[src/shared/scan_seq_pkg.sv]
// Purpose: constants and types shared by the scan sequencer files
// Assumes: decimated clock tick arrives as an enable pulse
// Notes: values held here only
package scan_seq_pkg;
	localparam logic [3:0] TIMER_ADDR = 4'h8;
	localparam logic [3:0] SEQ_ADDR = 4'h7;
	localparam logic [3:0] SETUP_ADDR = 4'h1;
	localparam int SEQ_W = 24;
	localparam int TIMER_W = 24;
	localparam int SETTLE_LSB = 20;
	localparam int SETTLE_MSB = 22;
	localparam logic [23:0] WARMUP_TICKS = 24'h000100;
	localparam logic [1:0] PWR_OFF = 2'h0;
	localparam logic [1:0] PWR_STANDBY = 2'h2;
	localparam logic [1:0] PWR_CONVERT = 2'h3;
	localparam logic [1:0] REPEAT_CONT = 2'h3;
	localparam logic [7:0] MUX_VCM = 8'hF8;
	localparam logic [7:0] MUX_SUPPLY = 8'h98;
	localparam logic [7:0] MUX_TEMP = 8'hDE;
	localparam logic [7:0] MUX_ZERO = 8'h88;
	localparam logic [2:0] GAIN_THIRD = 3'h0;
	localparam logic [2:0] GAIN_UNITY = 3'h3;
	localparam logic [1:0] VARIANT_TWO = 2'h0;
	localparam logic [1:0] VARIANT_FOUR = 2'h1;
	localparam logic [1:0] VARIANT_EIGHT = 2'h2;
	localparam logic [23:0] MASK_TWO = 24'hF1F103;
	localparam logic [23:0] MASK_FOUR = 24'hF1F30F;
	localparam logic [23:0] MASK_EIGHT = 24'hF1FFFF;
	localparam logic [3:0] CH_ZERO = 4'hF;
	localparam logic [3:0] CH_VCM = 4'hE;
	localparam logic [3:0] CH_SUPPLY = 4'hD;
	localparam logic [3:0] CH_TEMP = 4'hC;
	typedef enum logic [2:0] {
		S_IDLE,
		S_CONVERT,
		S_SETTLE,
		S_WAIT
	} seq_state_t;
endpackage

[src/scan_sequencer.sv]
// Purpose: automatic channel scan sequencer with timing and power control
// Assumes: tick_en pulses once per decimated clock period
// Notes: conversion engine is outside; conv_done ends one conversion
// Overview of operation
// absent channel enables ignore writes per variant
// supply channel forces 0x98, gain one third
// overrides never change stored registers
// thermal channel forces 0xDE, unity gain
// zero channel shorts mux to ground
// host writes negated offset into correction; this design has no correction store
// common-mode channel forces 0xF8, unity gain
// settle code lives in sequence bits 22:20
// code maps to 0,8,16..512 ticks
// settle only between conversions of cycle
// converter standby in settle, reads convert
// mux moves to next channel at done
// continuous cycles spaced by timer wait
// wait is 24-bit tick count
// counter loads wait, decrements, launches cycle
// long wait shuts converter down
// power up when counter reaches 256
// short wait holds converter in standby
// power field reads conversion code
// channels converted highest enable first
// repeat setting 11 loops, else once
// each conversion raises data ready
// wait equal to warm-up uses standby
`timescale 1ns/10ps
`default_nettype none
module scan_sequencer
	import scan_seq_pkg::*;
(
	input wire logic clk,
	input wire logic rst_n,
	input wire logic tick_en,
	input wire logic [1:0] variant,
	input wire logic wr_en,
	input wire logic rd_en,
	input wire logic [3:0] addr,
	input wire logic [23:0] wdata,
	input wire logic [1:0] pwr_req,
	input wire logic [1:0] repeat_setting,
	input wire logic [7:0] user_mux,
	input wire logic [2:0] user_gain,
	input wire logic conv_done,
	output logic [23:0] rdata,
	output logic [7:0] mux_sel,
	output logic [2:0] gain_sel,
	output logic temp_diodes_on,
	output logic short_to_ground,
	output logic [1:0] adc_power,
	output logic conv_start,
	output logic data_ready,
	output logic [3:0] chan_id,
	output logic busy
);
	typedef struct packed {
		logic [23:0] seq;
		logic [23:0] timer;
		seq_state_t st;
		logic [15:0] pending;
		logic [3:0] chan;
		logic [23:0] cnt;
		logic [23:0] rdata;
		logic [7:0] mux;
		logic [2:0] gain;
		logic temp;
		logic short;
		logic [1:0] power;
		logic start;
		logic ready;
		logic [3:0] chan_id;
		logic busy;
		logic done;
	} state_t;

	state_t r;
	state_t next_r;
	logic [9:0] settle_ticks;

	settle_lookup u_settle (
		.clk(clk),
		.rst_n(rst_n),
		.code(r.seq[SETTLE_MSB:SETTLE_LSB]),
		.ticks(settle_ticks)
	);

	// ==========================================
	// helpers
	function automatic logic [23:0] variant_mask(input logic [1:0] v);
		unique case (v)
			VARIANT_TWO: variant_mask = MASK_TWO;
			VARIANT_FOUR: variant_mask = MASK_FOUR;
			default: variant_mask = MASK_EIGHT;
		endcase
	endfunction

	// highest set bit of the pending set
	function automatic logic [4:0] top_channel(input logic [15:0] p);
		top_channel = 5'h10;
		for (int i = 0; i < 16; i++)
			if (p[i])
				top_channel = 5'(i);
	endfunction

	// mux code for a channel; overrides leave the registers untouched
	function automatic logic [7:0] chan_mux(input logic [3:0] c,
		input logic [7:0] um);
		if (c == CH_SUPPLY)
			chan_mux = MUX_SUPPLY;
		else if (c == CH_TEMP)
			chan_mux = MUX_TEMP;
		else if (c == CH_VCM)
			chan_mux = MUX_VCM;
		else if (c == CH_ZERO)
			chan_mux = MUX_ZERO;
		else if (c[3])
			chan_mux = {1'b0, c[1:0], 1'b0, 1'b0, c[1:0], 1'b1} + 8'h00;
		else
			chan_mux = {c, 4'h8};
		if (um == 8'h00 && c == 4'h0)
			chan_mux = 8'h08;
	endfunction

	function automatic logic [2:0] chan_gain(input logic [3:0] c,
		input logic [2:0] ug);
		if (c == CH_SUPPLY)
			chan_gain = GAIN_THIRD;
		else if (c == CH_TEMP || c == CH_VCM)
			chan_gain = GAIN_UNITY;
		else
			chan_gain = ug;
	endfunction

	// ==========================================
	// next state
	logic [4:0] nxt;
	logic [15:0] rest;
	always_comb
	begin
		next_r = r;
		next_r.start = 1'b0;
		next_r.ready = 1'b0;
		rest = r.pending;
		rest[r.chan] = 1'b0;
		nxt = top_channel(rest);
		if (wr_en && addr == SEQ_ADDR)
			next_r.seq = wdata & variant_mask(variant);
		if (wr_en && addr == TIMER_ADDR)
			next_r.timer = wdata;
		if (rd_en)
		begin
			if (addr == SEQ_ADDR)
				next_r.rdata = r.seq;
			else if (addr == TIMER_ADDR)
				next_r.rdata = r.timer;
			else if (addr == SETUP_ADDR)
				next_r.rdata = {22'h0,
					(r.busy ? PWR_CONVERT : r.power)};
			else
				next_r.rdata = 24'h000000;
		end
		unique case (r.st)
			S_IDLE:
			begin
				next_r.busy = 1'b0;
				next_r.power = r.done ? PWR_STANDBY : pwr_req;
				// a finished one-shot waits until the host rewrites the mode
				if (pwr_req != PWR_CONVERT)
					next_r.done = 1'b0;
				if (!r.done && pwr_req == PWR_CONVERT
					&& r.seq[15:0] != 16'h0)
				begin
					next_r.pending = r.seq[15:0];
					next_r.chan = 4'(top_channel(r.seq[15:0]));
					next_r.st = S_CONVERT;
					next_r.busy = 1'b1;
					next_r.start = 1'b1;
					next_r.power = PWR_CONVERT;
				end
			end
			S_CONVERT:
			begin
				next_r.mux = chan_mux(r.chan, user_mux);
				next_r.gain = chan_gain(r.chan, user_gain);
				next_r.temp = (r.chan == CH_TEMP);
				next_r.short = (r.chan == CH_ZERO);
				next_r.chan_id = r.chan;
				if (conv_done)
				begin
					next_r.ready = 1'b1;
					next_r.pending = rest;
					if (nxt != 5'h10)
					begin
						next_r.chan = nxt[3:0];
						next_r.mux = chan_mux(nxt[3:0], user_mux);
						next_r.cnt = {14'h0, settle_ticks};
						next_r.st = S_SETTLE;
						next_r.power = PWR_STANDBY;
					end
					else if (repeat_setting == REPEAT_CONT)
					begin
						next_r.cnt = r.timer;
						next_r.st = S_WAIT;
						next_r.power = (r.timer > WARMUP_TICKS) ?
							PWR_OFF : PWR_STANDBY;
					end
					else
					begin
						next_r.st = S_IDLE;
						next_r.busy = 1'b0;
						next_r.power = PWR_STANDBY;
						next_r.done = 1'b1;
					end
				end
			end
			S_SETTLE:
			begin
				if (r.cnt == 24'h0)
				begin
					next_r.st = S_CONVERT;
					next_r.start = 1'b1;
					next_r.power = PWR_CONVERT;
				end
				else if (tick_en)
					next_r.cnt = r.cnt - 24'h1;
			end
			S_WAIT:
			begin
				if (r.cnt == 24'h0)
				begin
					next_r.pending = r.seq[15:0];
					next_r.chan = 4'(top_channel(r.seq[15:0]));
					next_r.st = (r.seq[15:0] == 16'h0) ? S_IDLE : S_CONVERT;
					next_r.start = (r.seq[15:0] != 16'h0);
					next_r.power = PWR_CONVERT;
				end
				else if (tick_en)
				begin
					next_r.cnt = r.cnt - 24'h1;
					if (r.cnt == WARMUP_TICKS + 24'h1 && r.power == PWR_OFF)
						next_r.power = PWR_STANDBY;
				end
			end
			default:
				next_r.st = S_IDLE;
		endcase
		if (r.st != S_IDLE && pwr_req != PWR_CONVERT)
		begin
			next_r.st = S_IDLE;
			next_r.busy = 1'b0;
			next_r.power = pwr_req;
		end
	end

	// ==========================================
	// registers
	always_ff @(posedge clk)
	begin
		if (!rst_n)
			r <= '0;
		else
			r <= next_r;
	end

	assign rdata = r.rdata;
	assign mux_sel = r.mux;
	assign gain_sel = r.gain;
	assign temp_diodes_on = r.temp;
	assign short_to_ground = r.short;
	assign adc_power = r.power;
	assign conv_start = r.start;
	assign data_ready = r.ready;
	assign chan_id = r.chan_id;
	assign busy = r.busy;

	// ==========================================
	// checks
	supply_gain_a: assert property (
		@(posedge clk) disable iff (!rst_n)
		r.st == S_CONVERT && r.chan == CH_SUPPLY
		|=> gain_sel == GAIN_THIRD)
		else $error("supply gain wrong");
	temp_diode_a: assert property (
		@(posedge clk) disable iff (!rst_n)
		r.st == S_CONVERT && r.chan == CH_TEMP |=> temp_diodes_on)
		else $error("temp diodes off");
	settle_standby_a: assert property (
		@(posedge clk) disable iff (!rst_n)
		r.st == S_SETTLE && pwr_req == PWR_CONVERT
		|-> adc_power == PWR_STANDBY)
		else $error("settle not standby");
	ready_pulse_a: assert property (
		@(posedge clk) disable iff (!rst_n)
		r.st == S_CONVERT && conv_done && pwr_req == PWR_CONVERT
		|=> data_ready)
		else $error("no data ready");
	mode_read_a: assert property (
		@(posedge clk) disable iff (!rst_n)
		rd_en && addr == SETUP_ADDR && busy
		|=> rdata[1:0] == PWR_CONVERT)
		else $error("mode reads wrong");
	seq_mask_a: assert property (
		@(posedge clk) disable iff (!rst_n)
		wr_en && addr == SEQ_ADDR && variant == VARIANT_TWO
		|=> (r.seq & ~MASK_TWO) == 24'h000000)
		else $error("absent bits stored");
	wait_count_a: assert property (
		@(posedge clk) disable iff (!rst_n)
		r.st == S_WAIT && tick_en && r.cnt != 24'h000000
		&& pwr_req == PWR_CONVERT
		|=> r.cnt == $past(r.cnt) - 24'h000001)
		else $error("wait count stuck");
	long_off_a: assert property (
		@(posedge clk) disable iff (!rst_n)
		r.st == S_CONVERT && conv_done && nxt == 5'h10
		&& pwr_req == PWR_CONVERT && repeat_setting == REPEAT_CONT
		&& r.timer > WARMUP_TICKS |=> adc_power == PWR_OFF)
		else $error("no shutdown");
	oneshot_stop_a: assert property (
		@(posedge clk) disable iff (!rst_n)
		r.st == S_IDLE && r.done |=> !conv_start)
		else $error("one-shot scan restarted");
endmodule // scan_sequencer
`default_nettype wire

[src/settle_lookup.sv]
// Purpose: settle delay code to tick count
// Assumes: code is three bits
// Notes: registered output
`timescale 1ns/10ps
`default_nettype none
module settle_lookup
	import scan_seq_pkg::*;
(
	input wire logic clk,
	input wire logic rst_n,
	input wire logic [2:0] code,
	output logic [9:0] ticks
);
	// ==========================================
	// lookup
	always_ff @(posedge clk)
	begin
		if (!rst_n)
			ticks <= 10'h000;
		else if (code == 3'h0)
			ticks <= 10'h000;
		else
			ticks <= 10'(10'h004 << code);
	end
endmodule // settle_lookup
`default_nettype wire

[config.mk]
export PLATFORM = sky130hd
export DESIGN_NAME = scan_sequencer
export DESIGN_NICKNAME = d
export VERILOG_FILES = /design/src/shared/scan_seq_pkg.sv /design/src/scan_sequencer.sv /design/src/settle_lookup.sv
export SDC_FILE = /design/constraint.sdc
export NUM_CORES = 1
export LEC_CHECK = 0
export ABC_AREA = 1
export BUFFER_PORTS_ARGS = -buffer_cell sky130_fd_sc_hd__buf_2
export CORE_AREA = 4 4 134 136
export CTS_BUF_LIST = sky130_fd_sc_hd__clkbuf_4 sky130_fd_sc_hd__clkbuf_8
export CTS_CLUSTER_SIZE = 30
export DETAILED_ROUTE_END_ITERATION = 10
export DIE_AREA = 0 0 138 140
export RECOVER_POWER = 50
export SYNTH_ARGS = -nofsm -noshare
export SYNTH_HDL_FRONTEND = slang
export SYNTH_SLANG_ARGS = --single-unit
[constraint.sdc]
create_clock -name clk -period 3 [get_ports clk]
set_input_delay 0.6 -clock clk [delete_from_list [all_inputs] [get_ports clk]]
set_output_delay 0.6 -clock clk [all_outputs]
set_load 0.02 [all_outputs]
==> results of run 1 <==
-- cells in the mapped netlist (17+ instances only) --
cell / number / area, sq um
o211ai_1: 26 / 195
inv_1: 121 / 454
a211oi_1: 17 / 128
a31oi_1: 20 / 125
o221ai_1: 19 / 166
a21oi_1: 74 / 370
o21ai_1: 22 / 110
buf_4: 42 / 315
nand2_1: 149 / 559
o21ai_0: 121 / 606
clkbuf_1: 38 / 143
nand3_1: 46 / 230
nor2_1: 103 / 387
dfxtp_1: 146 / 2920
-- registers in the layout (all words and copies together), names as in the netlist --
name / flops
adc_power: 2
busy: 1
conv_start: 1
gain_sel: 3
chan_id: 4
mux_sel: 8
data_ready: 1
u_settle.ticks: 8
short_to_ground: 1
rdata: 24
r: 92
temp_diodes_on: 1
-- per-layer routing --
metal / global-route usage / wire length (um) / vias to the layer above
met1: 0.318 / 10400 / 3132
met4: 0.0478 / 218 / 0
li1: - / - / 3609
met3: 0.0492 / 1180 / 20
met2: 0.321 / 9050 / 201
met5: 0 / 0 / -
-- worst min path at each step --
stage,endpoint,slack (ns)
after floorplan,mux_sel[4]$_SDFFE_PN0P_,0.43
after global routing,adc_power[0]$_SDFFE_PN0P_,0.40
after detailed placement,mux_sel[4]$_SDFFE_PN0P_,0.44
after CTS,adc_power[0]$_SDFFE_PN0P_,0.38
final,adc_power[0]$_SDFFE_PN0P_,0.41
after global placement,chan_id[0]$_SDFFE_PN0P_,0.44
-- stage by stage --
stage	power [W]	hold slack, ns	cell area (sq um)
after floorplan	0.00359	0.427	7470
after global placement	0.00401	0.436	7800
after detailed placement	0.00401	0.441	7800
after CTS	0.00595	0.383	8300
after global routing	0.00631	0.404	8250
final	0.00592	0.411	8250
-- repair_timing --
item	CTS	global route
endpoints found under the setup margin	0	4
gates resized for setup	0	6
hold endpoints to repair	0	0
-- critical path: stages, from the launching register on --
cell and delay, ns:
dfxtp_1 0.39, inv_1 0.13, nand2_1 0.19, o21ai_2 0.26
nand4_1 0.21, nor3_2 0.24, nand2_2 0.18, o21ai_2 0.24
nand2_2 0.09, nand2_4 0.16, inv_4 0.17, o21ai_0 0.20
a31oi_1 0.06
-- cell type report --
cell class                      count  area share
Clock inverter                     13      0.0296
Timing Repair Buffer              107      0.0628
Clock buffer                       19      0.0310
Tap cell                          225      0.0341
Sequential cell                   146       0.355
Inverter                          132      0.0605
Multi-Input combinational cell    682       0.427
-- power groups by stage --
stage	logic, W	registers [W]	clock network (W)
2_1_floorplan	0.00138	0.00221	0
3_3_place_gp	0.00176	0.00225	0
3_5_place_dp	0.00176	0.00225	0
4_1_cts	0.00177	0.00221	0.00197
5_1_grt	0.00203	0.00223	0.00205
6_report	0.00177	0.00221	0.00194
-- logic make-up (layout without fill, tap and decap cells) --
group,after synthesis,after routing
simple gates,350,350
compound gates,328,328
buf+inv,224,271
flops,146,146
fa+ha+maj,2,2
other cells,1,1
xor+xnor,1,1
==> results_dict.tcl, run 1 <==
set metrics [dict create \
    combPwrFrac 0.299 \
    postCtsSetupBuffers 0 \
    globalRouteTotalUtil 0.215 \
    synthAdderAreaFrac 0.00335 \
    antenna_found_initial 0 \
    finalSetupTns_ns 0 \
    overflow 0 \
    drcViolationCount 0 \
    grt_pass1_vias 6472 \
    grt_pass1_wl_um 34000 \
    first_iter_violations 692 \
    pwr-share-seq 0.373 \
    netlist_instances 1052 \
    post_drt_wl_per_cell_um 15.7 \
    synthMuxAreaShare 0 \
    synth_cell_type_count 51 \
    synth-simple-area-share 0.204 \
    synth-main-ff-cell "dfxtp_1" \
    p_int_w 0.00377 \
    synth_top_family_by_area "compound AO/OA/AOI/OAI gates" \
    finalNonFillerCells 1324 \
    gp_congestion 0.900 \
    initial_core_util 0.441 \
    synthXorXnorAreaFrac 0.00117 \
    clkLatencyLatePin_ns 0.46 \
    nFillCells 1779 \
    finalWorstSetupSlack_ns 0.353 \
    crit_type "register to register" \
    synth_nets 1105 \
    ir_drop_uv 278 \
    critPathRequiredTime_ns 3.33 \
    die_y_um 140 \
    place_inst 1292 \
    yosysWarnings 0 \
    io_buffers 88 \
    layout-drive-gt1-share 0.124 \
    final_common_cell "nand2_1" \
    most-common-layout-cells "149 x nand2_1, 145 x dfxtp_1, 121 x inv_1" \
    syn_area_sq_um 7470 \
    syn_area_per_cell_sq_um 7.11 \
    ys_async_sr_fraction 0 \
    seqCellArea_sq_um 2920 \
    rsz0062_at_grt "false" \
    whs_path_depth 3 \
    period_share 0.882 \
    p_clk_frac 0.328 \
    holdBufCountCts 0 \
    die_x_um 138 \
    cts-root-buf "clkbuf_8" \
    worstPathMaxFanout 36 \
    fin_util 0.487 \
    nets 1139 \
    crit-reg2reg-launch "r[74]$_SDFFE_PN0P_" \
    cts_buffer_depth 2 \
    fmax_mhz 378 \
    reg2reg_depth 12 \
    hold_viol 0 \
    startpoint "r[74]$_SDFFE_PN0P_" \
    area_growth_pct 10.3 \
    pre_cts_ws_ns 0.324 \
    viasPerCell 5.26 \
    grt_start_max_net_pins 58 \
    switching_power_w 0.00216 \
    cp.arrival_ns 2.97 \
    endpoint "r[57]$_SDFFE_PN0P_" \
    antenna_cells 0 \
    path_clk_slew_ns 0.09 \
    skew_ns 0.0203 \
    dieArea_sq_um 19300 \
    synth_compound_area_frac 0.260 \
    maxSlewViolCount 0 \
    status "finished, final reports clean" \
    holdCritStartpoint "pwr_req[0]" \
    startpoint_type "register" \
    ys_seq_elements 146 \
    multiInputGateArea_sq_um 3520 \
    wl_um 20800 \
    dp_hpwl_um 15400 \
    rows 48 \
    r2r-end "r[57]$_SDFFE_PN0P_" \
    sw_frac_of_total 0.364 \
    tightest_slew_ns 1.03 \
    fin_crit_ns 2.65 \
    cp-end-kind "register" \
    setup_viol 0 \
    dr.pass1.iters 8 \
    ioPinCount 97 \
    core-area_sq_um 16900 \
    leakage_nw 3.38 \
    clock_sinks 146 \
    ys_seq_area_frac 0.391 \
    cts_tree "built" \
    hold_path.class "primary input to register" \
    synth_edf_count 0 \
    vias 6962 \
    relSlewSlack 0.310 \
    ant_nets 0 \
    reg2reg_slack_ns 0.35 \
    p_per_area_nw_per_um2 718 \
    numCtsBuffers 17 \
    cts_max_level 4 \
    maxCapViolCount 0 \
]
Power figures use the tool's default switching activity.
==> run 2, diff against run 1 <==
--- a/config.mk
+++ b/config.mk
@@ -7,11 +7,12 @@
 export LEC_CHECK = 0
 export ABC_AREA = 1
 export BUFFER_PORTS_ARGS = -buffer_cell sky130_fd_sc_hd__buf_2
-export CORE_AREA = 4 4 134 136
+export CORE_AREA = 4 4 117 119
 export CTS_BUF_LIST = sky130_fd_sc_hd__clkbuf_4 sky130_fd_sc_hd__clkbuf_8
 export CTS_CLUSTER_SIZE = 30
 export DETAILED_ROUTE_END_ITERATION = 10
-export DIE_AREA = 0 0 138 140
+export DIE_AREA = 0 0 121 123
+export PLACE_DENSITY = 0.81
 export RECOVER_POWER = 50
 export SYNTH_ARGS = -nofsm -noshare
 export SYNTH_HDL_FRONTEND = slang
==> run 2 against run 1 <==
  * Design area decreased by 2.6%
  * Critical path depth decreased by 3
  * Routed wire length decreased by 3.7%
  * Clock power decreased by 17%
  * Total power decreased by 6.0%
  * Fmax decreased by 5.9%
  * Count of clock-buffer cells in the layout increased by 3
  * Clock skew decreased by 0.0092 ns
  * Largest cell class unchanged
  * Largest power group unchanged
  * Highest routed layer unchanged
==> results_dict.tcl, run 2 (synthesis results as in run 1) <==
set metrics [dict create \
    status "finished, final reports clean" \
    whs_path_depth 3 \
    maxSlewViolCount 0 \
    crit_type "primary input to register" \
    period_share 0.938 \
    viasPerCell 5.72 \
    dr.pass1.iters 6 \
    cp-end-kind "register" \
    drcViolationCount 0 \
    rows 41 \
    antenna_cells 0 \
    r2r-end "r[57]$_SDFFE_PN0P_" \
    first_iter_violations 726 \
    setup_viol 0 \
    die_x_um 121 \
    finalSetupTns_ns 0 \
    tightest_slew_ns 1.06 \
    area_growth_pct 7.42 \
    fin_hold_ws_ns 0.405 \
    reg2reg_depth 11 \
    ant_nets 0 \
    io_buffers 88 \
    leakage_nw 3.29 \
    hold_path.class "primary input to register" \
    clock_sinks 146 \
    endpoint "r[111]$_SDFFE_PN0P_" \
    clkLatencyLatePin_ns 0.46 \
    antenna_found_initial 0 \
    dp_hpwl_um 14200 \
    largest_register_ffs 92 \
    maxCapViolCount 0 \
    die_y_um 123 \
    ioPinCount 97 \
    reg2reg_slack_ns 0.25 \
    overflow 0 \
    nets 1133 \
    path_clk_slew_ns 0.08 \
    hold_viol 0 \
    p_per_area_nw_per_um2 693 \
    rsz0062_at_grt "false" \
    cts-root-buf "clkbuf_8" \
    cp.arrival_ns 3.20 \
    crit-reg2reg-launch "r[74]$_SDFFE_PN0P_" \
    final_common_cell "nand2_1" \
    cts_max_level 4 \
    layout-drive-gt1-share 0.112 \
    grt_pass1_vias 6452 \
    post_drt_wl_per_cell_um 15.8 \
    critPathRequiredTime_ns 3.38 \
    gp_congestion 0.954 \
    postCtsSetupBuffers 0 \
    fmax_mhz 355 \
    most-common-layout-cells "149 x nand2_1, 145 x dfxtp_1, 121 x inv_1, 121 x o21ai_0, 103 x nor2_1" \
    top_register "r" \
    fin_crit_ns 2.81 \
    core-area_sq_um 12600 \
    wl_um 20000 \
    cts.repair.resized 0 \
    nFillCells 1151 \
    cts_tree "built" \
    skew_ns 0.0111 \
    grt_start_max_net_pins 101 \
    globalRouteTotalUtil 0.270 \
    worstPathMaxFanout 42 \
    initial_core_util 0.595 \
    startpoint_type "primary input" \
    grt_pass1_wl_um 32100 \
    ir_drop_uv 387 \
    numCtsBuffers 17 \
    relSlewSlack 0.295 \
    startpoint "addr[1]" \
    holdBufCountCts 0 \
    dieArea_sq_um 14900 \
    vias 7240 \
    cts_buffer_depth 2 \
]
==> run 2: cell count changes in the layout (fill, tap and decap cells not counted), sizes merged <==
cell      change
clkinvlp      +1
inv           -3
clkbuf        +4
buf           -7
bufinv        -4
clkinv        +3
==> run 2: worst min-delay path by stage <==
stage	startpoint	to	slack, ns
after detailed placement	mux_sel[1]$_SDFFE_PN0P_	mux_sel[1]$_SDFFE_PN0P_	0.44
after global placement	gain_sel[0]$_SDFFE_PN0P_	gain_sel[0]$_SDFFE_PN0P_	0.43
after floorplan	mux_sel[4]$_SDFFE_PN0P_	mux_sel[4]$_SDFFE_PN0P_	0.43
after CTS	pwr_req[0]	adc_power[0]$_SDFFE_PN0P_	0.39
final	pwr_req[0]	adc_power[0]$_SDFFE_PN0P_	0.40
after global routing	wdata[18]	r[112]$_SDFFE_PN0P_	0.41
==> run 2: metrics by stage <==
stage	cell area (sq um)	worst slack [ns]	utilization	instances	total power (W)
global route	8030	0.0188	0.639	1265	0.00589
detailed placement	7680	0.321	0.611	1233	0.00396
global placement	7680	0.355	0.611	1233	0.00393
finish	8030	0.187	0.639	1265	0.00557
CTS	8100	0.247	0.644	1265	0.00556
floorplan	7470	0.915	-	1052	0.00359
==> run 2: cell type report <==
cell class | instances | area (sq um) | area share
clock inverter | 10 | 121 | 0.0151
inverter | 132 | 500 | 0.0623
timing repair buffer | 101 | 468 | 0.0583
tap | 172 | 215 | 0.0268
multi-input combinational | 682 | 3510 | 0.437
clock buffer | 22 | 290 | 0.0362
sequential | 146 | 2920 | 0.364
==> run 2: routing by layer <==
layer | up-vias | GRT usage | wire (um)
li1 | 3605 | - | -
met3 | 29 | 0.0485 | 1450
met2 | 285 | 0.421 | 8900
met4 | 0 | 0.0892 | 342
met1 | 3321 | 0.381 | 9350
met5 | - | 0 | 0
==> run 2: worst max-delay path, cell delays in order <==
cell      delay (ns)
clkbuf_1        0.16
nor2_1          0.10
nand3_1         0.07
clkbuf_1        0.76
inv_1           0.31
nand2_1         0.27
buf_2           0.57
o21ai_0         0.15
a21oi_1         0.17
==> run 2: report_power, final <==
part | internal [W] | switching, W
logic | 0.000544 | 0.00120
registers | 0.00208 | 0.000130
clock network | 0.000832 | 0.000780
total | 0.00345 | 0.00211
